<file path="config.mk">
export PLATFORM = sky130hd
export DESIGN_NAME = msc_top
export DESIGN_NICKNAME = d
export VERILOG_FILES = /design/src/hw/msc_pkg.sv /design/src/hw/msc_top.sv
export SDC_FILE = /design/constraint.sdc
export NUM_CORES = 1
export LEC_CHECK = 0
export ABC_AREA = 1
export BUFFER_PORTS_ARGS = -buffer_cell sky130_fd_sc_hd__buf_2
export CAP_MARGIN = 10
export CORE_AREA = 2 2 92 129
export CTS_BUF_LIST = sky130_fd_sc_hd__clkbuf_16
export DETAILED_ROUTE_END_ITERATION = 6
export DIE_AREA = 0 0 94 131
export GPL_TIMING_DRIVEN = 0
export PLACE_DENSITY = 0.85
export SETUP_SLACK_MARGIN = 0.02
export SLEW_MARGIN = 20
export SYNTH_ARGS = -nofsm -noshare
export SYNTH_HDL_FRONTEND = slang
export SYNTH_SLANG_ARGS = --single-unit
</file>
<file path="constraint.sdc">
create_clock -name MCLK_I -period 1.14 [get_ports MCLK_I]
set_input_delay 0.171 -clock MCLK_I [delete_from_list [all_inputs] [get_ports MCLK_I]]
set_output_delay 0.171 -clock MCLK_I [all_outputs]
set_load 0.05 [all_outputs]
</file>
<file path="src/hw/msc_pkg.sv">
// Purpose: shared constants for the miscellaneous system control unit
// Assumes: 32-bit APB register access, one aligned word per register
// Notes:   all offsets are byte addresses
package msc_pkg;
  // register byte offsets
  localparam logic [11:0] OFF_CONFIG    = 12'h000;
  localparam logic [11:0] OFF_FLASH     = 12'h004;
  localparam logic [11:0] OFF_CORE      = 12'h008;
  localparam logic [11:0] OFF_ARB       = 12'h00c;
  localparam logic [11:0] OFF_FADDR     = 12'h010;
  localparam logic [11:0] OFF_FATTR     = 12'h014;
  localparam logic [11:0] OFF_FDATA     = 12'h018;
  localparam logic [11:0] OFF_FCTRL     = 12'h01c;
  localparam logic [11:0] OFF_FSTAT     = 12'h020;
  // config register fields
  localparam int CFG_SLV_LSB   = 0;
  localparam int CFG_MST_LSB   = 16;
  localparam int CFG_WIDE_BIT  = 24;
  // flash control fields
  localparam int FL_CLEAR_BIT  = 0;
  localparam int FL_NODATA_BIT = 1;
  localparam int FL_NOINST_BIT = 2;
  localparam int FL_NOCACHE_BIT= 3;
  localparam int FL_NODSPEC_BIT= 4;
  localparam int FL_NOSPEC_BIT = 5;
  localparam int FL_NOSTALL_BIT= 6;
  localparam logic [5:0] FL_RESET = 6'h00;
  // core feature fields
  localparam int CO_NOEXT_BIT  = 0;
  localparam int CO_NOREV_BIT  = 1;
  localparam int CO_NOSHAD_BIT = 2;
  localparam int CO_NOBUF_BIT  = 3;
  localparam logic [3:0] CO_RESET = 4'h0;
  // arbitration and fault control fields
  localparam int ARB_RR_BIT    = 0;
  localparam int FC_IRQ_EN_BIT = 0;
  // fault attribute fields
  localparam int AT_TYPE_BIT   = 0;
  localparam int AT_BUF_BIT    = 2;
  localparam int AT_SIZE_LSB   = 4;
  localparam int AT_DIR_BIT    = 7;
  localparam int AT_LOC_LSB    = 8;
  // fault status fields
  localparam int ST_INT_BIT    = 0;
  localparam int ST_LOST_BIT   = 1;
  typedef enum logic [1:0] {SZ_8 = 2'h0, SZ_16 = 2'h1, SZ_32 = 2'h2} msc_size_t;
  typedef enum logic [1:0] {LOC_INST = 2'h0, LOC_OPA = 2'h1, LOC_OPB = 2'h2} msc_loc_t;
  typedef enum logic {ARB_FIXED_CORE = 1'b0, ARB_ROUND_ROBIN = 1'b1} msc_arb_t;
endpackage

</file>
<file path="src/hw/msc_top.sv">
// Purpose: miscellaneous system control unit with APB register access
// Assumes: fault capture inputs come from logic on the same clock
// Notes:   flash stall policy is driven out as a level to the flash controller
//
// What this block does
// - read-only bit tells whether the datapath is 32 or 64 bits wide
// - read-only bitmap shows which crossbar slave ports have a slave
// - read-only bitmap shows which crossbar master ports have a master
// - software flush request gives a cache-clear pulse of exactly one cycle
// - control bit set stops flash data caching
// - control bit set stops flash instruction caching
// - control bit set disables the whole flash cache
// - control bit set disables speculative data fetches
// - control bit set disables all flash speculation
// - control bit set disables extended-core-only instructions
// - control bit set disables bit-reverse addressing
// - control bit set enables only base-core shadow registers
// - control bit set disables the longword instruction buffer
// - stall off: flash access during a command ends in bus error
// - stall on: flash access waits for the command, then proceeds
// - a setting selects DMA priority against the core in the crossbar
// - priority is fixed core-over-DMA or equal round-robin
// - address of the latest faulted core access is captured for software
// - attributes of the latest faulted access are captured
// - attributes give type, bufferable, size 8/16/32 and direction
// - the bus that carried the latest fault is recorded
// - location tells instruction bus, operand bus a or operand bus b
// - write data of the latest faulted data write is captured
// - with enable set, each faulted cycle raises the error interrupt
// - interrupt and data-lost flags are read and cleared one by one
// - a fault while the earlier one is uncleared sets data-lost
`timescale 1ns/100ps
module msc_top #(
  parameter int          SLV_PORTS  = 8,
  parameter int          MST_PORTS  = 8,
  parameter logic [15:0] SLV_MAP    = 16'h00ff,
  parameter logic [15:0] MST_MAP    = 16'h000f,
  parameter logic        WIDE_PATH  = 1'b0
) (
  // clock and reset
  input  wire logic        MCLK_I,
  input  wire logic        RST_N_I,
  // apb slave
  input  wire logic        PSEL_I,
  input  wire logic        PENABLE_I,
  input  wire logic        PWRITE_I,
  input  wire logic [11:0] PADDR_I,
  input  wire logic [31:0] PWDATA_I,
  input  wire logic [3:0]  PSTRB_I,
  output logic      [31:0] PRDATA_O,
  output logic             PREADY_O,
  output logic             PSLVERR_O,
  // flash controller controls
  output logic             FLASH_CACHE_CLEAR_O,
  output logic             FLASH_NO_DATA_CACHE_O,
  output logic             FLASH_NO_INST_CACHE_O,
  output logic             FLASH_CACHE_OFF_O,
  output logic             FLASH_NO_DATA_SPEC_O,
  output logic             FLASH_NO_SPEC_O,
  output logic             FLASH_STALL_OFF_O,
  // core feature controls
  output logic             CORE_NO_EXT_INSTR_O,
  output logic             CORE_NO_BIT_REVERSE_O,
  output logic             CORE_BASE_SHADOW_ONLY_O,
  output logic             CORE_NO_LONG_BUFFER_O,
  // crossbar arbitration
  output logic             XBAR_ROUND_ROBIN_O,
  // fault capture from core buses
  input  wire logic        FAULT_I,
  input  wire logic [31:0] FAULT_ADDR_I,
  input  wire logic [31:0] FAULT_WDATA_I,
  input  wire logic        FAULT_DATA_I,
  input  wire logic        FAULT_BUFFERABLE_I,
  input  wire logic [1:0]  FAULT_SIZE_I,
  input  wire logic        FAULT_WRITE_I,
  input  wire logic [1:0]  FAULT_LOC_I,
  // interrupt to interrupt controller
  output logic             FAULT_IRQ_O
);

  // compare a bus address against one register offset
  function automatic logic hit_at_off(input logic [11:0] addr, input logic [11:0] off);
    return addr == off;
  endfunction

  // write-one-to-clear flag update; a set in the same cycle wins
  function automatic logic flag_next(input logic cur, input logic set, input logic clr);
    return set | (cur & ~clr);
  endfunction

  // register state
  logic [6:0]  flash_word;
  logic [3:0]  core_word;
  logic        irq_en;
  logic        st_int;
  logic        st_lost;
  logic [31:0] f_addr;
  logic [31:0] f_data;
  logic [11:0] f_attr;

  // bus decode
  wire         acc      = PSEL_I & PENABLE_I;
  wire         wr       = acc & PWRITE_I & PSTRB_I[0];
  wire         hit_cfg  = hit_at_off(PADDR_I, msc_pkg::OFF_CONFIG);
  wire         hit_fl   = hit_at_off(PADDR_I, msc_pkg::OFF_FLASH);
  wire         hit_co   = hit_at_off(PADDR_I, msc_pkg::OFF_CORE);
  wire         hit_arb  = hit_at_off(PADDR_I, msc_pkg::OFF_ARB);
  wire         hit_fa   = hit_at_off(PADDR_I, msc_pkg::OFF_FADDR);
  wire         hit_at   = hit_at_off(PADDR_I, msc_pkg::OFF_FATTR);
  wire         hit_fd   = hit_at_off(PADDR_I, msc_pkg::OFF_FDATA);
  wire         hit_fc   = hit_at_off(PADDR_I, msc_pkg::OFF_FCTRL);
  wire         hit_fs   = hit_at_off(PADDR_I, msc_pkg::OFF_FSTAT);
  wire         mapped   = hit_cfg | hit_fl | hit_co | hit_arb | hit_fa | hit_at | hit_fd | hit_fc | hit_fs;
  wire         setup    = PSEL_I & ~PENABLE_I;

  // writes act only on the completing access edge, never twice per transfer
  wire         wr_go    = wr & PREADY_O;
  wire         wr_fl    = wr_go & hit_fl;
  wire         wr_co    = wr_go & hit_co;
  wire         wr_arb   = wr_go & hit_arb;
  wire         wr_fc    = wr_go & hit_fc;

  // write-one-to-clear; a new fault in the same cycle wins over the clear
  wire         clr_int  = wr_go & hit_fs & PWDATA_I[msc_pkg::ST_INT_BIT];
  wire         clr_lost = wr_go & hit_fs & PWDATA_I[msc_pkg::ST_LOST_BIT];
  wire         next_st_int  = flag_next(st_int, FAULT_I, clr_int);
  wire         next_st_lost = flag_next(st_lost, FAULT_I & st_int & ~clr_int, clr_lost);

  // fault attribute packing
  wire  [11:0] attr_in;
  assign attr_in[msc_pkg::AT_TYPE_BIT]                       = FAULT_DATA_I;
  assign attr_in[msc_pkg::AT_TYPE_BIT+1]                     = 1'b0;
  assign attr_in[msc_pkg::AT_BUF_BIT]                        = FAULT_BUFFERABLE_I;
  assign attr_in[msc_pkg::AT_BUF_BIT+1]                      = 1'b0;
  assign attr_in[msc_pkg::AT_SIZE_LSB +: 2]                  = FAULT_SIZE_I;
  assign attr_in[msc_pkg::AT_SIZE_LSB+2]                     = 1'b0;
  assign attr_in[msc_pkg::AT_DIR_BIT]                        = FAULT_WRITE_I;
  assign attr_in[msc_pkg::AT_LOC_LSB +: 2]                   = FAULT_LOC_I;
  assign attr_in[msc_pkg::AT_LOC_LSB+2 +: 2]                 = 2'h0;

  // read mux
  // only eight master ports fit the config word
  wire  [31:0] cfg_word = {7'h00, WIDE_PATH, MST_MAP[7:0], SLV_MAP};
  // the clear bit is a strobe and always reads back as zero
  assign flash_word = {FLASH_STALL_OFF_O, FLASH_NO_SPEC_O, FLASH_NO_DATA_SPEC_O, FLASH_CACHE_OFF_O,
                       FLASH_NO_INST_CACHE_O, FLASH_NO_DATA_CACHE_O, 1'b0};
  assign core_word  = {CORE_NO_LONG_BUFFER_O, CORE_BASE_SHADOW_ONLY_O, CORE_NO_BIT_REVERSE_O, CORE_NO_EXT_INSTR_O};
  wire  [31:0] rd_word  =
      hit_cfg ? cfg_word :
      hit_fl  ? {25'h0, flash_word} :
      hit_co  ? {28'h0, core_word} :
      hit_arb ? {31'h0, XBAR_ROUND_ROBIN_O} :
      hit_fa  ? f_addr :
      hit_at  ? {20'h0, f_attr} :
      hit_fd  ? f_data :
      hit_fc  ? {31'h0, irq_en} :
      hit_fs  ? {30'h0, st_lost, st_int} :
                32'h0000_0000;

  // apb answer: one access cycle, error on unmapped address
  always_ff @(posedge MCLK_I) begin
    if (!RST_N_I) begin
      PREADY_O <= 1'b0;
    end else begin
      PREADY_O <= setup;
    end
  end

  always_ff @(posedge MCLK_I) begin
    if (!RST_N_I) begin
      PSLVERR_O <= 1'b0;
    end else begin
      PSLVERR_O <= setup & ~mapped;
    end
  end

  // read data is latched in setup so it stands through the access cycle
  always_ff @(posedge MCLK_I) begin
    if (!RST_N_I) begin
      PRDATA_O <= 32'h0000_0000;
    end else begin
      PRDATA_O <= (setup & ~PWRITE_I) ? rd_word : 32'h0000_0000;
    end
  end

  // cache clear strobe: high for the one cycle after the write edge
  always_ff @(posedge MCLK_I) begin
    if (!RST_N_I) begin
      FLASH_CACHE_CLEAR_O <= 1'b0;
    end else begin
      FLASH_CACHE_CLEAR_O <= wr_fl & PWDATA_I[msc_pkg::FL_CLEAR_BIT];
    end
  end

  // flash controller controls, each bit its own flop
  always_ff @(posedge MCLK_I) begin
    if (!RST_N_I) begin
      FLASH_NO_DATA_CACHE_O <= msc_pkg::FL_RESET[msc_pkg::FL_NODATA_BIT-1];
    end else if (wr_fl) begin
      FLASH_NO_DATA_CACHE_O <= PWDATA_I[msc_pkg::FL_NODATA_BIT];
    end
  end

  always_ff @(posedge MCLK_I) begin
    if (!RST_N_I) begin
      FLASH_NO_INST_CACHE_O <= msc_pkg::FL_RESET[msc_pkg::FL_NOINST_BIT-1];
    end else if (wr_fl) begin
      FLASH_NO_INST_CACHE_O <= PWDATA_I[msc_pkg::FL_NOINST_BIT];
    end
  end

  always_ff @(posedge MCLK_I) begin
    if (!RST_N_I) begin
      FLASH_CACHE_OFF_O <= msc_pkg::FL_RESET[msc_pkg::FL_NOCACHE_BIT-1];
    end else if (wr_fl) begin
      FLASH_CACHE_OFF_O <= PWDATA_I[msc_pkg::FL_NOCACHE_BIT];
    end
  end

  always_ff @(posedge MCLK_I) begin
    if (!RST_N_I) begin
      FLASH_NO_DATA_SPEC_O <= msc_pkg::FL_RESET[msc_pkg::FL_NODSPEC_BIT-1];
    end else if (wr_fl) begin
      FLASH_NO_DATA_SPEC_O <= PWDATA_I[msc_pkg::FL_NODSPEC_BIT];
    end
  end

  always_ff @(posedge MCLK_I) begin
    if (!RST_N_I) begin
      FLASH_NO_SPEC_O <= msc_pkg::FL_RESET[msc_pkg::FL_NOSPEC_BIT-1];
    end else if (wr_fl) begin
      FLASH_NO_SPEC_O <= PWDATA_I[msc_pkg::FL_NOSPEC_BIT];
    end
  end

  // flash controller errors (off) or waits (on) on access during a command
  always_ff @(posedge MCLK_I) begin
    if (!RST_N_I) begin
      FLASH_STALL_OFF_O <= msc_pkg::FL_RESET[msc_pkg::FL_NOSTALL_BIT-1];
    end else if (wr_fl) begin
      FLASH_STALL_OFF_O <= PWDATA_I[msc_pkg::FL_NOSTALL_BIT];
    end
  end

  // core feature controls
  always_ff @(posedge MCLK_I) begin
    if (!RST_N_I) begin
      CORE_NO_EXT_INSTR_O <= msc_pkg::CO_RESET[msc_pkg::CO_NOEXT_BIT];
    end else if (wr_co) begin
      CORE_NO_EXT_INSTR_O <= PWDATA_I[msc_pkg::CO_NOEXT_BIT];
    end
  end

  always_ff @(posedge MCLK_I) begin
    if (!RST_N_I) begin
      CORE_NO_BIT_REVERSE_O <= msc_pkg::CO_RESET[msc_pkg::CO_NOREV_BIT];
    end else if (wr_co) begin
      CORE_NO_BIT_REVERSE_O <= PWDATA_I[msc_pkg::CO_NOREV_BIT];
    end
  end

  always_ff @(posedge MCLK_I) begin
    if (!RST_N_I) begin
      CORE_BASE_SHADOW_ONLY_O <= msc_pkg::CO_RESET[msc_pkg::CO_NOSHAD_BIT];
    end else if (wr_co) begin
      CORE_BASE_SHADOW_ONLY_O <= PWDATA_I[msc_pkg::CO_NOSHAD_BIT];
    end
  end

  always_ff @(posedge MCLK_I) begin
    if (!RST_N_I) begin
      CORE_NO_LONG_BUFFER_O <= msc_pkg::CO_RESET[msc_pkg::CO_NOBUF_BIT];
    end else if (wr_co) begin
      CORE_NO_LONG_BUFFER_O <= PWDATA_I[msc_pkg::CO_NOBUF_BIT];
    end
  end

  // crossbar arbitration: fixed core over dma after reset
  always_ff @(posedge MCLK_I) begin
    if (!RST_N_I) begin
      XBAR_ROUND_ROBIN_O <= msc_pkg::ARB_FIXED_CORE;
    end else if (wr_arb) begin
      XBAR_ROUND_ROBIN_O <= PWDATA_I[msc_pkg::ARB_RR_BIT];
    end
  end

  always_ff @(posedge MCLK_I) begin
    if (!RST_N_I) begin
      irq_en <= 1'b0;
    end else if (wr_fc) begin
      irq_en <= PWDATA_I[msc_pkg::FC_IRQ_EN_BIT];
    end
  end

  // fault capture: each fault overwrites the latest record
  always_ff @(posedge MCLK_I) begin
    if (!RST_N_I) begin
      f_addr <= 32'h0000_0000;
    end else if (FAULT_I) begin
      f_addr <= FAULT_ADDR_I;
    end
  end

  always_ff @(posedge MCLK_I) begin
    if (!RST_N_I) begin
      f_attr <= 12'h000;
    end else if (FAULT_I) begin
      f_attr <= attr_in;
    end
  end

  // instruction faults and reads carry no write data, so the old word stays
  always_ff @(posedge MCLK_I) begin
    if (!RST_N_I) begin
      f_data <= 32'h0000_0000;
    end else if (FAULT_I & FAULT_WRITE_I & FAULT_DATA_I) begin
      f_data <= FAULT_WDATA_I;
    end
  end

  always_ff @(posedge MCLK_I) begin
    if (!RST_N_I) begin
      st_int <= 1'b0;
    end else begin
      st_int <= next_st_int;
    end
  end

  always_ff @(posedge MCLK_I) begin
    if (!RST_N_I) begin
      st_lost <= 1'b0;
    end else begin
      st_lost <= next_st_lost;
    end
  end

  // outputs straight from flops
  always_ff @(posedge MCLK_I) begin
    if (!RST_N_I) begin
      FAULT_IRQ_O <= 1'b0;
    end else begin
      FAULT_IRQ_O <= irq_en & FAULT_I;
    end
  end

endmodule // msc_top

</file>
# After elaboration in Yosys (flattened, before gate mapping)
# Cells that the tools add are included.
# word_totals
regBits	121
inputBits	125
word_cells	82
output_inout_bits	47
# op_classes
eq_ne	8
n_bitwise	39
muxes	9
reduce_logical	3
# ops
operator	n
32-bit 2-to-1 mux	3
20-bit 2-to-1 mux	4
12-bit by 5-bit == test with 1-bit output (second input constant)	4
12-bit by 4-bit == test with 1-bit output (second input constant)	2
1-bit bitwise AND	22
12-bit by 3-bit == test with 1-bit output (second input constant)	1
12-bit by 6-bit == test with 1-bit output (second input constant)	1
12-bit logical NOT	1
1-bit bitwise OR	10
1-bit NOT	7
6-bit OR reduction	1
2-bit 2-to-1 mux	2
2-bit AND reduction	1

# Depth between registers and ports, before layout
# logic_depth
word_depth	11
ltp_mapped	12
mapped_depth_nobuf	12

# Worst setup path before layout
# Ideal clock, no wire load.
# synth_path
path_type	flip-flop to flip-flop
from	register PREADY_O
to	register FLASH_CACHE_OFF_O
setup_ps	140
arrival_time_ps	1299
path_buffers	1
period_less_slack_ps	1439
required_ps	1000
path_stages_with_launch	7
path_slack_ps	-299
cell_sequence	dfxtp_1 -> nand3_1 -> inv_2 -> nand2_2 -> buf_6 -> nor2_1 -> a211oi_2
# synth_via
elab_chain_len	2
# synth_rtl
item	line	text
from (decl)	msc_top.sv:51	output logic PREADY_O,
from (signal assigned)	msc_top.sv:165	PREADY_O <= setup;
1-bit bitwise AND	msc_top.sv:117	wire wr_go = wr & PREADY_O;
1-bit bitwise AND	msc_top.sv:118	wire wr_fl = wr_go & hit_fl;
to (signal assigned)	msc_top.sv:214	FLASH_CACHE_OFF_O <= msc_pkg::FL_RESET[msc_pkg::FL_NOCACHE_BIT-1];
to (signal assigned)	msc_top.sv:216	FLASH_CACHE_OFF_O <= PWDATA_I[msc_pkg::FL_NOCACHE_BIT];
to (decl)	msc_top.sv:57	output logic FLASH_CACHE_OFF_O,
# Every way passes these cells.
# A chain may end at the register's enable or synchronous reset.

# Worst setup path in the final report
# layout_path
from	input port PADDR_I[4]
to	register PRDATA_O[1]
# layout_via
elab_chain_len	10
elab_cells_between_ends	18
cone_classes	eq/ne: 8; mux: 9; reduce/logical: 1
# layout_rtl
item	line	text
from (decl)	msc_top.sv:47	input wire logic [11:0] PADDR_I,
12-bit by 6-bit == test with 1-bit output	msc_top.sv:83	return addr == off;
2-bit 2-to-1 mux	msc_top.sv:157	hit_fs ? {30'h0, st_lost, st_int} :
2-bit 2-to-1 mux	msc_top.sv:156	hit_fc ? {31'h0, irq_en} :
32-bit 2-to-1 mux	msc_top.sv:155	hit_fd ? f_data :
32-bit 2-to-1 mux	msc_top.sv:154	hit_at ? {20'h0, f_attr} :
32-bit 2-to-1 mux	msc_top.sv:153	hit_fa ? f_addr :
20-bit 2-to-1 mux	msc_top.sv:152	hit_arb ? {31'h0, XBAR_ROUND_ROBIN_O} :
20-bit 2-to-1 mux	msc_top.sv:151	hit_co ? {28'h0, core_word} :
20-bit 2-to-1 mux	msc_top.sv:150	hit_fl ? {25'h0, flash_word} :
20-bit 2-to-1 mux (*)	msc_top.sv:149	hit_cfg ? cfg_word :
to (signal assigned)	msc_top.sv:182	PRDATA_O <= (setup & ~PWRITE_I) ? rd_word : 32'h0000_0000;
to (decl)	msc_top.sv:50	output logic [31:0] PRDATA_O,
# Mark *: on every way between the ends. The rest lies on a longest branch, timed or not.

==> out/metrics.csv <==
metric;value;unit
cts-root-buf;clkbuf_16;
clk_latency;410;ps
fin_crit;1120;ps
rsz0062_at_grt;true;
initial_core_util;43.9;%
layout_common_cells;109 x dfxtp_1, 96 x buf_2, 82 x nor2_1;
gr-total-overflow;0;
fmax;0.894;GHz
synthesis.area;4930;um2
ff2ff_setup_slack;40;ps
place.gp.congestion;0.869;
core.rowCount;46;
leakagePower;3.03;nW
synthAdderAreaFrac;0;%
yosysTopAreaCell;dfxtp_1;
grtUsageTotal;25.1;%
ir_worst_vdd;1.14;mV
avgViaCountPerCell;5.06;
critical_path.max_fanout;10;
wl;15600;um
dpl_cell_area;5870;um2
crit_type;in2reg;
die_w;94;um
hpwl;11000;um
min_period_over_period;98.1;%
synth_xor_area_share;0;%
first_pass_iters;5;
cts_buffer_depth;2;
drc;0;
ant_nets;0;
r2r_cells;5;
numPortBuffers;142;
core;11200;um2
pre_cts_ws;-427;ps
setup_slack;21.7;ps
postSynthCellCount;618;
cts_made_buffers;17;
worstSetupEndpointType;register;
synth_compound_area_share;21.0;%
slew_headroom;55.6;%
io_pins;172;
cts_tree;done;
yosys_warnings;0;
top_layer;met4;
grt_pass1_vias;4664;
rr_endpoint;FLASH_STALL_OFF_O$_SDFFE_PN0P_;
min_from;FAULT_ADDR_I[4];
avgSynthCellArea;7.98;um2
synthDistinctLibCells;38;
setup_violations;0;
path_clk_slew;60;ps
die_h;131;um
syn_nets;743;
dieArea;12300;um2
worst_pin_slew;667;ps
drtIter0Drc;270;
cap_violations;0;
drive_above_1_share;34.1;%
syn_to_final_growth;41.9;%
cts_max_level;4;
setup_tns;0;ps
clock-sinks;121;
ys_seq_elements;121;
power;10.5;mW
slew_violations;0;
grt_max_degree;17;
worstPathArrival;1470;ps
skew;7.27;ps
worstHoldPathType;in2reg;
powerDensity;1510;nW/um2
worstSetupEndpoint;PRDATA_O[1]$_SDFF_PN0_;
startpoint;PADDR_I[4];
vias;4861;
m1WireLength;5720;um
required;1490;ps
met3_length;937;um
outcome;complete, no violations;
nets;927;
fillCellCount;982;
muxShareOfSynthArea;0;%
hold_viol_final;0;
grt_first_pass_wirelength;23100;um
ys_seq_area_share;49.1;%
synthTopCellsByArea;dfxtp_1 49%, o21ai_0 8.0%, nor2_1 6.7%, nand2_1 5.6%, inv_1 5.1%;
synthSimpleGateAreaFrac;20.6;%
r2r_start;PREADY_O$_SDFF_PN0_;
wl_per_cell;16.2;um
place_inst;904;
critPathLaunchType;input pin;
synth_top_area_share;49.1;%
antenna_found_initial;0;
final_common_cell;dfxtp_1;
synth_top_family_by_area;compound AO/OA/AOI/OAI gates;
layout.cells.non_filler;960;
stdcell_area;6990;um2
wl_met2;8380;um
## where the power goes
| part | internal (mW) | leakage (nW) | switching, mW | total (mW) |
|---|---|---|---|---|
| Combinational | 0.307 | 1.73 | 0.453 | 0.760 |
| Sequential | 4.39 | 0.997 | 0.0822 | 4.47 |
| Clock | 3.40 | 0.298 | 1.91 | 5.31 |
| Total | 8.09 | 3.03 | 2.44 | 10.5 |
## cell type report
class	instances	area, um2	share of cell area [%]
antenna	1	2.50	0.0358
buffer	31	181	2.59
clock buffer	17	425	6.08
clock inverter	15	163	2.33
inverter	76	297	4.24
multi-input combinational	390	2150	30.7
sequential	121	2450	35.0
tap	144	180	2.58
timing repair buffer	165	1150	16.4
## cells in the mapped netlist
library cell / count
inv_1: 67
o311a_1: 1
and3_1: 1
nor2_4: 3
nand4_1: 10
o211ai_1: 8
nand3_1: 17
buf_1: 1
a21oi_1: 46
o221ai_1: 1
o21ai_2: 1
dfxtp_1: 121
buf_6: 6
o21ai_0: 79
clkinv_2: 1
nor2_2: 6
nor2_8: 1
nor3_4: 2
o21ai_1: 7
buf_2: 1
clkbuf_1: 21
inv_4: 1
nand3_2: 1
buf_4: 2
a21oi_2: 19
nor2_1: 88
a41oi_2: 1
nor3_1: 1
nor4_2: 1
nand2_1: 73
a31oi_1: 2
inv_2: 6
a211oi_2: 6
nand2_4: 4
clkinv_1: 1
a211oi_1: 2
nand2_2: 8
nor3_2: 1
## worst max-delay path: stages
cell,delay [ps]
buf_2,120
inv_6,40
nor2_4,90
nand2_2,120
nor2_8,220
nand2_4,120
inv_2,100
buf_6,150
nand2_1,90
nand4_1,130
nand2_1,70
inv_1,50
## metal layers
| layer | vias up | track usage (%) |
|---|---|---|
| met2 | 200 | 46.4 |
| li1 | 2391 | - |
| met4 | 0 | 12.3 |
| met5 | - | 0 |
| met1 | 2232 | 26.6 |
| met3 | 38 | 5.73 |
## worst min path at each step
stage,end,slack (ps),depth (start not counted)
2_1_floorplan,PREADY_O$_SDFF_PN0_,240,1
3_3_place_gp,f_addr[21]$_SDFFE_PN0P_,390,3
3_5_place_dp,f_addr[26]$_SDFFE_PN0P_,400,3
4_1_cts,f_addr[6]$_SDFFE_PN0P_,2,3
5_1_grt,f_addr[9]$_SDFFE_PN0P_,9,3
6_report,f_addr[4]$_SDFFE_PN0P_,9,3
## cells by family after synthesis
logic type,count (synthesis)
and+or+nand+nor,217
AOI/OAI and AO/OA,173
DFF,121
buffers and inverters,107
## registers in the layout, indices dropped and copies added, names as in the netlist, 7 cells and up
| name | cells |
|---|---|
| f_data | 32 |
| PRDATA_O | 32 |
| f_addr | 32 |
| f_attr | 7 |
## what timing repair did
item,in CTS,in global routing
gates resized for setup,75,37
hold buffers,19,0
pin swaps,1,7
setup buffers,2,2
endpoints found under the setup margin,65,79
endpoints found under the hold margin,19,0
## stage by stage
step | hold slack [ps] | utilization, %
after CTS | 1.57 | 61.2
after detailed placement | 397 | 52.3
after global routing | 8.79 | 62.3
final | 9.36 | 62.3
after floorplan | 238 | -
after global placement | 392 | 52.3
(Power assumes the default switching activity.)
